<file path="config.mk">
export PLATFORM = sky130hd
export DESIGN_NAME = fps_sequencer
export DESIGN_NICKNAME = d
export VERILOG_FILES = /design/src/fps_pkg.sv /design/src/fps_sequencer.sv
export SDC_FILE = /design/constraint.sdc
export NUM_CORES = 1
export LEC_CHECK = 0
export ABC_CLOCK_PERIOD_IN_PS = 2950
export BUFFER_PORTS_ARGS = -buffer_cell sky130_fd_sc_hd__clkbuf_2
export CELL_PAD_IN_SITES_DETAIL_PLACEMENT = 2
export CELL_PAD_IN_SITES_GLOBAL_PLACEMENT = 2
export CORE_UTILIZATION = 35
export CTS_CLUSTER_SIZE = 25
export DETAILED_ROUTE_END_ITERATION = 16
export PLACE_DENSITY_LB_ADDON = 0.1
export RECOVER_POWER = 25
export SYNTH_ARGS = -nofsm -noshare
export SYNTH_HDL_FRONTEND = slang
export SYNTH_SLANG_ARGS = --single-unit
</file>
<file path="constraint.sdc">
create_clock -name ref_clk -period 2.95 [get_ports ref_clk]
set_clock_uncertainty 0.1 [all_clocks]
set_input_delay 0.1475 -clock ref_clk [delete_from_list [all_inputs] [get_ports ref_clk]]
set_output_delay 0.1475 -clock ref_clk [all_outputs]
set_load 0.01 [all_outputs]
</file>
<file path="src/fps_pkg.sv">
// Package: modes, timing constants and status codes of the flash pulse sequencer
package fps_pkg;

	// ------------------------------------------------------------
	// Clock and timing
	// ------------------------------------------------------------
	localparam int CLK_MHZ           = 100;
	localparam int T_STAB_US         = 10;
	localparam int T_PGM_NOM_US      = 100;
	localparam int T_ERASE_NOM_US    = 7000;
	localparam int T_FLW_NOM_US      = 14000;
	localparam int STAB_CYC          = T_STAB_US * CLK_MHZ;
	localparam int PGM_CYC           = T_PGM_NOM_US * CLK_MHZ;
	localparam int ERASE_CYC         = T_ERASE_NOM_US * CLK_MHZ;
	localparam int FLW_CYC           = T_FLW_NOM_US * CLK_MHZ;

	// ------------------------------------------------------------
	// Pulse count limits
	// ------------------------------------------------------------
	localparam int PGM_MAX_PULSES    = 150;
	localparam int ERASE_MAX_PULSES  = 1000;
	localparam int FLW_MAX_PULSES    = 6000;

	localparam int CNT_W             = 24;
	localparam int PCNT_W            = 13;

	// ------------------------------------------------------------
	// Operation kinds and array modes
	// ------------------------------------------------------------
	typedef enum logic [1:0] {
		FPS_OP_PGM   = 2'h0,
		FPS_OP_ERASE = 2'h1,
		FPS_OP_FLW   = 2'h2
	} fps_op_t;

	typedef struct packed {
		logic pgm;
		logic erase;
		logic flw;
		logic verify;
		logic pulse;
	} fps_mode_t;

	localparam fps_mode_t MODE_IDLE = '0;

	typedef struct packed {
		logic              pass;
		logic              fail;
		logic [PCNT_W-1:0] pulses;
	} fps_result_t;

endpackage

</file>
<file path="src/fps_sequencer.sv">
// Flash pulse sequencer: drives array mode controls with timed pulses and verify loop
module fps_sequencer
	import fps_pkg::*;
#(
	parameter int STAB_CYCLES  = STAB_CYC,
	parameter int PGM_CYCLES   = PGM_CYC,
	parameter int ERASE_CYCLES = ERASE_CYC,
	parameter int FLW_CYCLES   = FLW_CYC
) (
	// Clock and reset
	input  wire logic        ref_clk,
	input  wire logic        rstn,
	// Command
	input  wire logic        start,
	input  wire fps_op_t     op,
	// Array interface
	input  wire logic        verify_ok,
	output fps_mode_t        mode_r,
	// Status
	output logic             busy_r,
	output logic             done_r,
	output fps_result_t      result_r
);

	// ------------------------------------------------------------
	// Reset release and pin synchroniser
	// ------------------------------------------------------------
	logic rst_s1_r;
	logic rst_n_r;
	logic vok_s1_r;
	logic vok_r;

	always_ff @(posedge ref_clk or negedge rstn) begin
		if (!rstn) begin
			rst_s1_r <= 1'b0;
			rst_n_r  <= 1'b0;
		end else begin
			rst_s1_r <= 1'b1;
			rst_n_r  <= rst_s1_r;
		end
	end

	always_ff @(posedge ref_clk or negedge rst_n_r) begin
		if (!rst_n_r) begin
			vok_s1_r <= 1'b0;
			vok_r    <= 1'b0;
		end else begin
			vok_s1_r <= verify_ok;
			vok_r    <= vok_s1_r;
		end
	end

	// ------------------------------------------------------------
	// Sequencer
	// ------------------------------------------------------------
	typedef enum logic [2:0] {
		ST_IDLE   = 3'h0,
		ST_SETUP  = 3'h1,
		ST_PULSE  = 3'h2,
		ST_DESEL  = 3'h3,
		ST_VSETUP = 3'h4,
		ST_VCHECK = 3'h5,
		ST_EXIT   = 3'h6
	} fps_state_t;

	fps_state_t        state_r;
	fps_state_t        state_nxt;
	fps_op_t           op_r;
	logic [CNT_W-1:0]  tmr_r;
	logic [CNT_W-1:0]  tmr_nxt;
	logic [PCNT_W-1:0] pcnt_r;
	logic [CNT_W-1:0]  pulse_len;
	logic [PCNT_W-1:0] pulse_max;
	logic              tmr_done;
	logic              pass_nxt;
	logic              fail_nxt;
	fps_op_t           op_sel;

	always_comb begin
		case (op_r)
			FPS_OP_ERASE: begin
				pulse_len = CNT_W'(ERASE_CYCLES);
				pulse_max = PCNT_W'(ERASE_MAX_PULSES);
			end
			FPS_OP_FLW: begin
				pulse_len = CNT_W'(FLW_CYCLES);
				pulse_max = PCNT_W'(FLW_MAX_PULSES);
			end
			default: begin
				pulse_len = CNT_W'(PGM_CYCLES);
				pulse_max = PCNT_W'(PGM_MAX_PULSES);
			end
		endcase
	end

	assign tmr_done = (tmr_r == '0);

	// New op must steer the select from its first cycle, not a cycle late
	assign op_sel = (state_r == ST_IDLE && start) ? op : op_r;

	always_comb begin
		state_nxt = state_r;
		tmr_nxt   = (tmr_r == '0) ? tmr_r : tmr_r - CNT_W'(1);
		pass_nxt  = 1'b0;
		fail_nxt  = 1'b0;
		case (state_r)
			ST_IDLE: begin
				if (start) begin
					state_nxt = ST_SETUP;
					tmr_nxt   = CNT_W'(STAB_CYCLES - 1);
				end
			end
			ST_SETUP: begin
				if (tmr_done) begin
					state_nxt = ST_PULSE;
					tmr_nxt   = pulse_len - CNT_W'(1);
				end
			end
			ST_PULSE: begin
				if (tmr_done) begin
					state_nxt = ST_DESEL;
					tmr_nxt   = CNT_W'(STAB_CYCLES - 1);
				end
			end
			ST_DESEL: begin
				if (tmr_done) begin
					state_nxt = ST_VSETUP;
					// One cycle more: first sync flop catches the pin after the full wait
					tmr_nxt   = CNT_W'(STAB_CYCLES);
				end
			end
			ST_VSETUP: begin
				if (tmr_done) begin
					state_nxt = ST_VCHECK;
				end
			end
			ST_VCHECK: begin
				if (vok_r) begin
					pass_nxt  = 1'b1;
					state_nxt = ST_EXIT;
					tmr_nxt   = CNT_W'(STAB_CYCLES - 1);
				end else if (pcnt_r >= pulse_max) begin
					fail_nxt  = 1'b1;
					state_nxt = ST_EXIT;
					tmr_nxt   = CNT_W'(STAB_CYCLES - 1);
				end else begin
					state_nxt = ST_SETUP;
					tmr_nxt   = CNT_W'(STAB_CYCLES - 1);
				end
			end
			ST_EXIT: begin
				if (tmr_done) begin
					state_nxt = ST_IDLE;
				end
			end
			default: begin
				state_nxt = ST_IDLE;
			end
		endcase
	end

	always_ff @(posedge ref_clk or negedge rst_n_r) begin
		if (!rst_n_r) begin
			state_r <= ST_IDLE;
			tmr_r   <= '0;
		end else begin
			state_r <= state_nxt;
			tmr_r   <= tmr_nxt;
		end
	end

	// Operation latched at start so limits cannot shift mid-run
	always_ff @(posedge ref_clk or negedge rst_n_r) begin
		if (!rst_n_r) begin
			op_r <= FPS_OP_PGM;
		end else if (state_r == ST_IDLE && start) begin
			op_r <= op;
		end
	end

	always_ff @(posedge ref_clk or negedge rst_n_r) begin
		if (!rst_n_r) begin
			pcnt_r <= '0;
		end else if (state_r == ST_IDLE && start) begin
			pcnt_r <= '0;
		end else if (state_r == ST_SETUP && tmr_done) begin
			pcnt_r <= pcnt_r + PCNT_W'(1);
		end
	end

	// ------------------------------------------------------------
	// Outputs
	// ------------------------------------------------------------
	always_ff @(posedge ref_clk or negedge rst_n_r) begin
		if (!rst_n_r) begin
			mode_r <= MODE_IDLE;
		end else begin
			mode_r        <= MODE_IDLE;
			mode_r.pgm    <= (op_sel == FPS_OP_PGM) &&
			                 (state_nxt == ST_SETUP || state_nxt == ST_PULSE);
			mode_r.erase  <= (op_sel == FPS_OP_ERASE) &&
			                 (state_nxt == ST_SETUP || state_nxt == ST_PULSE);
			mode_r.flw    <= (op_sel == FPS_OP_FLW) &&
			                 (state_nxt == ST_SETUP || state_nxt == ST_PULSE);
			mode_r.pulse  <= (state_nxt == ST_PULSE);
			mode_r.verify <= (state_nxt == ST_VSETUP || state_nxt == ST_VCHECK);
		end
	end

	always_ff @(posedge ref_clk or negedge rst_n_r) begin
		if (!rst_n_r) begin
			busy_r   <= 1'b0;
			done_r   <= 1'b0;
			result_r <= '0;
		end else begin
			busy_r <= (state_nxt != ST_IDLE);
			done_r <= (state_r == ST_EXIT) && tmr_done;
			if (state_r == ST_IDLE && start) begin
				result_r <= '0;
			end else if (pass_nxt || fail_nxt) begin
				result_r.pass   <= pass_nxt;
				result_r.fail   <= fail_nxt;
				result_r.pulses <= pcnt_r;
			end
		end
	end

endmodule

</file>
=== Word level (Yosys, flattened, before mapping) ===
Index checks and enable logic that the tools add are counted.

* Latch bits: 0
* Register bits after elaboration: 68
* Word-level logic and storage cells: 78
* Memories: 0
* Output and inout port bits: 22
* Bits of input ports: 6
* ROM bits: 0
* RAM bits: 0

* Mux-type cells: 27
* $mul: 0
* Shifts and indexed selects: 0
* Bitwise operators: 0
* Magnitude comparators: 1
* Reduce and logical (&&, ||, !) cells: 15
* Divide/modulo/power cells: 0
* Add/subtract/negate cells: 3
* Equal/unequal tests: 14

{| class="wikitable"
|+ Operators by type and width
! operator !! count
|-
| $mux 24 || 5
|-
| $pmux 24 s5 || 1
|-
| $sub 24x1->24 const B || 2
|-
| $pmux 21 s2 || 1
|-
| $mux 15 || 2
|-
| $mux 13 || 2
|-
| $pmux 13 s2 || 1
|-
| $logic_not 24->1 || 1
|-
| $mux 3 || 8
|-
| $pmux 3 s7 || 1
|-
| $eq 3x3->1 const B || 5
|-
| $add 13x1->13 const B || 1
|-
| $ge 13x13->1 || 1
|-
| $eq 3x2->1 const B || 3
|-
| $eq 3x1->1 const B || 2
|-
| $logic_and 1x1->1 || 6
|-
| $mux 1 || 5
|-
| $eq 2x1->1 const B || 2
|-
| $eq 2x2->1 const B || 2
|-
| $reduce_bool 2->1 || 2
|-
| $logic_not 3->1 || 1
|-
| $logic_or 1x1->1 || 3
|-
| $reduce_bool 3->1 || 1
|-
| $logic_not 2->1 || 1
|-
| $mux 2 || 1
|}

=== Depth between registers and ports, before layout ===
* Depth in word-level cells: 9
* Depth in mapped cells: 13
* Gate-level depth less buffers: 12

=== Worst setup path after synthesis ===
OpenSTA, ideal clock, no wires.

* Path type: reg-to-reg
* Start: register op_r[0]
* End: register result_r[8] (netlist name)
* Period minus slack after synthesis: 2.883 ns
* Arrival time: 2.701 ns
* Path slack: 0.067 ns
* Required time: 2.767 ns
* Library setup time: 0.083 ns
* Cell stages (with the launch flop): 11
* Path through: dfrtp_1 inv_1 ha_1 clkbuf_1 or4b_2 a21boi_0 o211ai_1 a31oi_1 clkbuf_1 nand2_1 o21ai_0

* Word-level cells in the longest chain between the ends: 8

{| class="wikitable"
|+ RTL lines
! element !! RTL line !! source
|-
| start, declared || fps_sequencer.sv:68 || <nowiki>fps_op_t op_r;</nowiki>
|-
| start signal, assigned || fps_sequencer.sv:177 || <nowiki>op_r <= op;</nowiki>
|-
| $eq 2x2->1 / $eq 2x1->1 (equally long branches) || fps_sequencer.sv:80 || <nowiki>case (op_r)</nowiki>
|-
| $pmux 13 s2 (*) || fps_sequencer.sv:80 ||
|-
| $ge 13x13->1 (*) || fps_sequencer.sv:142 || <nowiki>end else if (pcnt_r >= pulse_max) begin</nowiki>
|-
| $mux 1 (*) || fps_sequencer.sv:142 ||
|-
| $mux 1 (*) || fps_sequencer.sv:138 || <nowiki>if (vok_r) begin</nowiki>
|-
| $mux 1 (*) || fps_sequencer.sv:106 || <nowiki>case (state_r)</nowiki>
|-
| $logic_or 1x1->1 (*) || fps_sequencer.sv:220 || <nowiki>end else if (pass_nxt || fail_nxt) begin</nowiki>
|-
| $reduce_bool 2->1 (no source line) (*) || n/a ||
|-
| end, declared || fps_sequencer.sv:22 || <nowiki>output fps_result_t result_r</nowiki>
|}

Every way passes the cells marked *; elsewhere a longest branch is shown, timed or not.
A chain may end at the register's enable or synchronous reset.

=== Final worst setup path ===
* Start: register tmr_r[6]
* End: register pcnt_r[7]

* Word-level cells in the longest chain between the ends: 3

{| class="wikitable"
|+ RTL lines
! element !! RTL line !! source
|-
| start, declared || fps_sequencer.sv:69 || <nowiki>logic [CNT_W-1:0] tmr_r;</nowiki>
|-
| start signal, assigned || fps_sequencer.sv:168 || <nowiki>tmr_r <= tmr_nxt;</nowiki>
|-
| $logic_not 24->1 || fps_sequencer.sv:96 || <nowiki>assign tmr_done = (tmr_r == '0);</nowiki>
|-
| $logic_and 1x1->1 || fps_sequencer.sv:186 || <nowiki>end else if (state_r == ST_SETUP && tmr_done) begin</nowiki>
|-
| $reduce_bool 2->1 (no source line) || n/a ||
|-
| end signal, assigned || fps_sequencer.sv:187 || <nowiki>pcnt_r <= pcnt_r + PCNT_W'(1);</nowiki>
|-
| end, declared || fps_sequencer.sv:71 || <nowiki>logic [PCNT_W-1:0] pcnt_r;</nowiki>
|}

Every way passes these cells.

==> flow_metrics.py <==
metrics = {
    "layout": {
        "fillers": 1100,
        "layout.nets": 480,
        "fin_area_um2": 4450,
        "antenna_cells": 0,
        "drive_gt1_share_pct": 19.6,
        "syn2layout_area_growth_pct": 21.7,
    },
    "synth": {
        "syn-num-nets": 425,
        "synth_warnings": 0,
        "synth_edf_count": 0,
        "seq_area_frac_synth_pct": 46.5,
        "yosys.area.top_type": "dfrtp_1",
        "async_flop_share_pct": 100,
        "synth_area_um2": 3660,
        "synth_seq_cells": 68,
        "ys.flop_type": "dfrtp_1",
        "ys_types": 54,
        "avgSynthCellArea_um2": 9.05,
        "syn_inst": 404,
        "yosys-top-cells-area": "dfrtp_1, nand2_1, o21ai_0",
        "synth.top_cell.area_share_pct": 46.5,
    },
    "critical_path": {
        "crit_path_end_kind": "flop",
        "critPathTopFamily": "simple AND/OR/NAND/NOR gates",
        "crit_chain": "or4_1 > or4_4 > or4_4 > nor4_4 > xnor2_1 > nor2_1",
        "crit_path_start_kind": "flop",
        "crit_path_max_fanout": 12,
        "criticalPathCategory": "reg -> reg",
        "crit_buf_inv": 0,
        "critPathMostFrequentCell": "or4_4",
        "slowest_delay_ns": 0.61,
        "r2r_setup_slack_ns": 0.11,
        "crit_arrival_ns": 2.97,
        "required_ns": 3.08,
        "crit_slowest_cell": "or4_1",
    },
    "global_routing": {
        "met2_usage_pct": 41.9,
        "met1_usage_pct": 26.5,
        "antenna_found_initial": 0,
        "busiest_layer": "met2",
        "use_met3_pct": 3.76,
        "grtUsageTotal_pct": 22.5,
        "grt_max_degree": 40,
        "grt.overflow.total": 0,
        "grt_pass1_vias": 3630,
        "grt_first_pass_wirelength_mm": 18.9,
    },
    "floorplan": {
        "die_x_um": 104,
        "rows": 36,
        "core_um2": 9950,
        "die_h_um": 104,
        "die_area_um2": 10900,
        "start_util_pct": 36.7,
        "ios": 28,
    },
    "sta": {
        "worst_slack_ns": 0.105,
        "final_max_slew_viol_count": 40,
        "finalHoldViolations": 0,
        "rsz0062_at_grt": "true",
        "fmax_mhz": 352,
        "setup_viol": 0,
        "tightest_slew_ns": 2.22,
        "post-route-period-util_pct": 96.4,
        "relSlewSlack_pct": -48.3,
        "layout_min_cycle_time_ns": 2.84,
    },
    "routing": {
        "ant_nets": 0,
        "viasPerCell": 5.47,
        "drtIter0Drc": 84,
        "finalWirelength_mm": 11.5,
        "vias": 3263,
        "drc": 0,
        "dr.pass1.iters": 4,
        "route.detailed.wl_per_inst_um": 19.2,
    },
    "placement": {
        "pre_cts_ws_ns": 0.0524,
        "portBuffers": 27,
        "postPlaceCellArea_um2": 4110,
        "gp_congestion": 0.774,
        "place_hpwl_mm": 8.14,
    },
    "power_and_ir_drop": {
        "powerDensity_nw_per_um2": 745,
        "max-vdd-ir-drop_v": 0.000364,
        "p_leak_nw": 1.96,
    },
    "run_status": {
        "outcome": "finished, violations left",
        "violations": "max-capacitance violations, max-slew violations",
    },
    "clock_tree": {
        "clock_latency_ns": 0.36,
        "cts_buffer_depth": 2,
        "cts_tree": "done",
        "htree_num_levels": 3,
        "cts_num_sinks": 68,
        "cts_inserted_buffers": 9,
        "cts_root_buf": "clkbuf_8",
        "path_clk_slew_ns": 0.08,
    },
    "min_path": {
        "hold_path.class": "in -> reg",
    },
    "run": {
        "maxCapViolCount": 1,
    },
}
## flip-flops by register name (all words and copies together) (netlist names)
signal    flops
busy_r        1
done_r        1
mode_r        5
op_r          2
pcnt_r       13
result_r     15
rst_n_r       1
rst_s1_r      1
state_r       3
tmr_r        24
vok_r         1
vok_s1_r      1
## cell usage in the layout (no fill, tap or decap), types with 4 or more instances in the layout
cell type,n
xor2_1,5
ha_1,15
o21ai_0,38
nor4_1,15
clkbuf_2,27
o22ai_1,4
inv_1,14
clkbuf_8,10
xnor2_1,21
dlygate4sd3_1,5
nor2_1,34
nand4_1,5
nand2_1,55
a21oi_1,19
or3_1,9
buf_4,31
nand3_1,14
a22oi_1,5
dfrtp_1,67
nor3_1,9
## synth_stat cells (2+ instances only)
cell,count
or2_2,3
a31oi_1,3
or3_1,9
nor3_1,10
xor2_1,5
nand4_1,5
nor3b_1,3
nand3_1,14
nand2b_1,3
nand2_1,55
inv_1,15
o211ai_1,3
nor4_1,16
or4_1,3
a22oi_1,5
dfrtp_1,68
clkbuf_1,17
ha_1,15
o22ai_1,4
or4_4,2
o21a_1,2
a21oi_1,19
xnor2_1,21
buf_2,3
nor2_1,34
a211oi_1,2
o21ai_0,38
## final cells by class
cell class / instances / area, um2 / share of cell area (%)
multi-input combinational: 299 / 1830 / 41.1
sequential: 68 / 1700 / 38.3
timing repair buffer: 66 / 445 / 10.0
tap: 133 / 166 / 3.74
clock buffer: 10 / 138 / 3.09
clock inverter: 6 / 111 / 2.50
inverter: 15 / 56.3 / 1.27
## per-layer routing
layer	up-vias	routed length [um]
li1	1542	-
met1	1682	5020
met2	31	6130
met3	8	199
met4	0	116
met5	-	0
## cells by family after synthesis
logic type	synth area share [%]
multiplexers	0.582
XOR/XNOR	6.23
buffers and inverters	4.11
AO/OA/AOI/OAI	14.5
AND/OR/NAND/NOR	22.8
flip-flops	46.5
other	0.103
adder cells (fa/ha/maj)	5.13
## stage by stage
step	setup TNS (ns)	hold slack, ns	total power, mW	std cells	utilization, %
6_report	0	0.0257	3.31	597	44.7
2_1_floorplan	0	-0.248	1.90	404	-
4_1_cts	0	0.0138	3.33	593	44.3
3_3_place_gp	0	-0.166	2.26	572	41.3
5_1_grt	-0.0100	0.0464	3.53	597	44.7
3_5_place_dp	0	-0.164	2.33	572	41.3
## report_power, final
| group | total [mW] | internal (mW) | leakage, nW | switching, mW |
|---|---|---|---|---|
| clock | 0.975 | 0.584 | 0.122 | 0.391 |
| combinational | 1.08 | 0.439 | 0.953 | 0.645 |
| sequential | 1.26 | 1.08 | 0.888 | 0.176 |
| total | 3.31 | 2.10 | 1.96 | 1.21 |
## worst register-to-register path: cells and delay by family, from the launching register on
kind,cells,cell delay (ns)
XOR/XNOR,1,0.16
flip-flops,1,0.41
AND/OR/NAND/NOR,5,2.06
## final timing paths
kind / from / endpoint / cells after the start
setup reg to reg: tmr_r[6] / pcnt_r[7] / 6
hold / removal: op[0] / op_r[0] / 3
hold reg to reg: rst_s1_r / rst_n_r / 0
max in group asynchronous: rst_n_r / tmr_r[17] / 1
min in group asynchronous: rstn / rst_s1_r / 3
setup / recovery: tmr_r[6] / pcnt_r[7] / 6
## timing repair
action,4_1_cts,5_1_grt
resized for setup,0,4
buffers inserted,0,4
hold endpoints to repair,9,0
hold buffers,5,0
setup endpoints to repair,0,20
No activity file was read; power rests on OpenSTA's default activity.
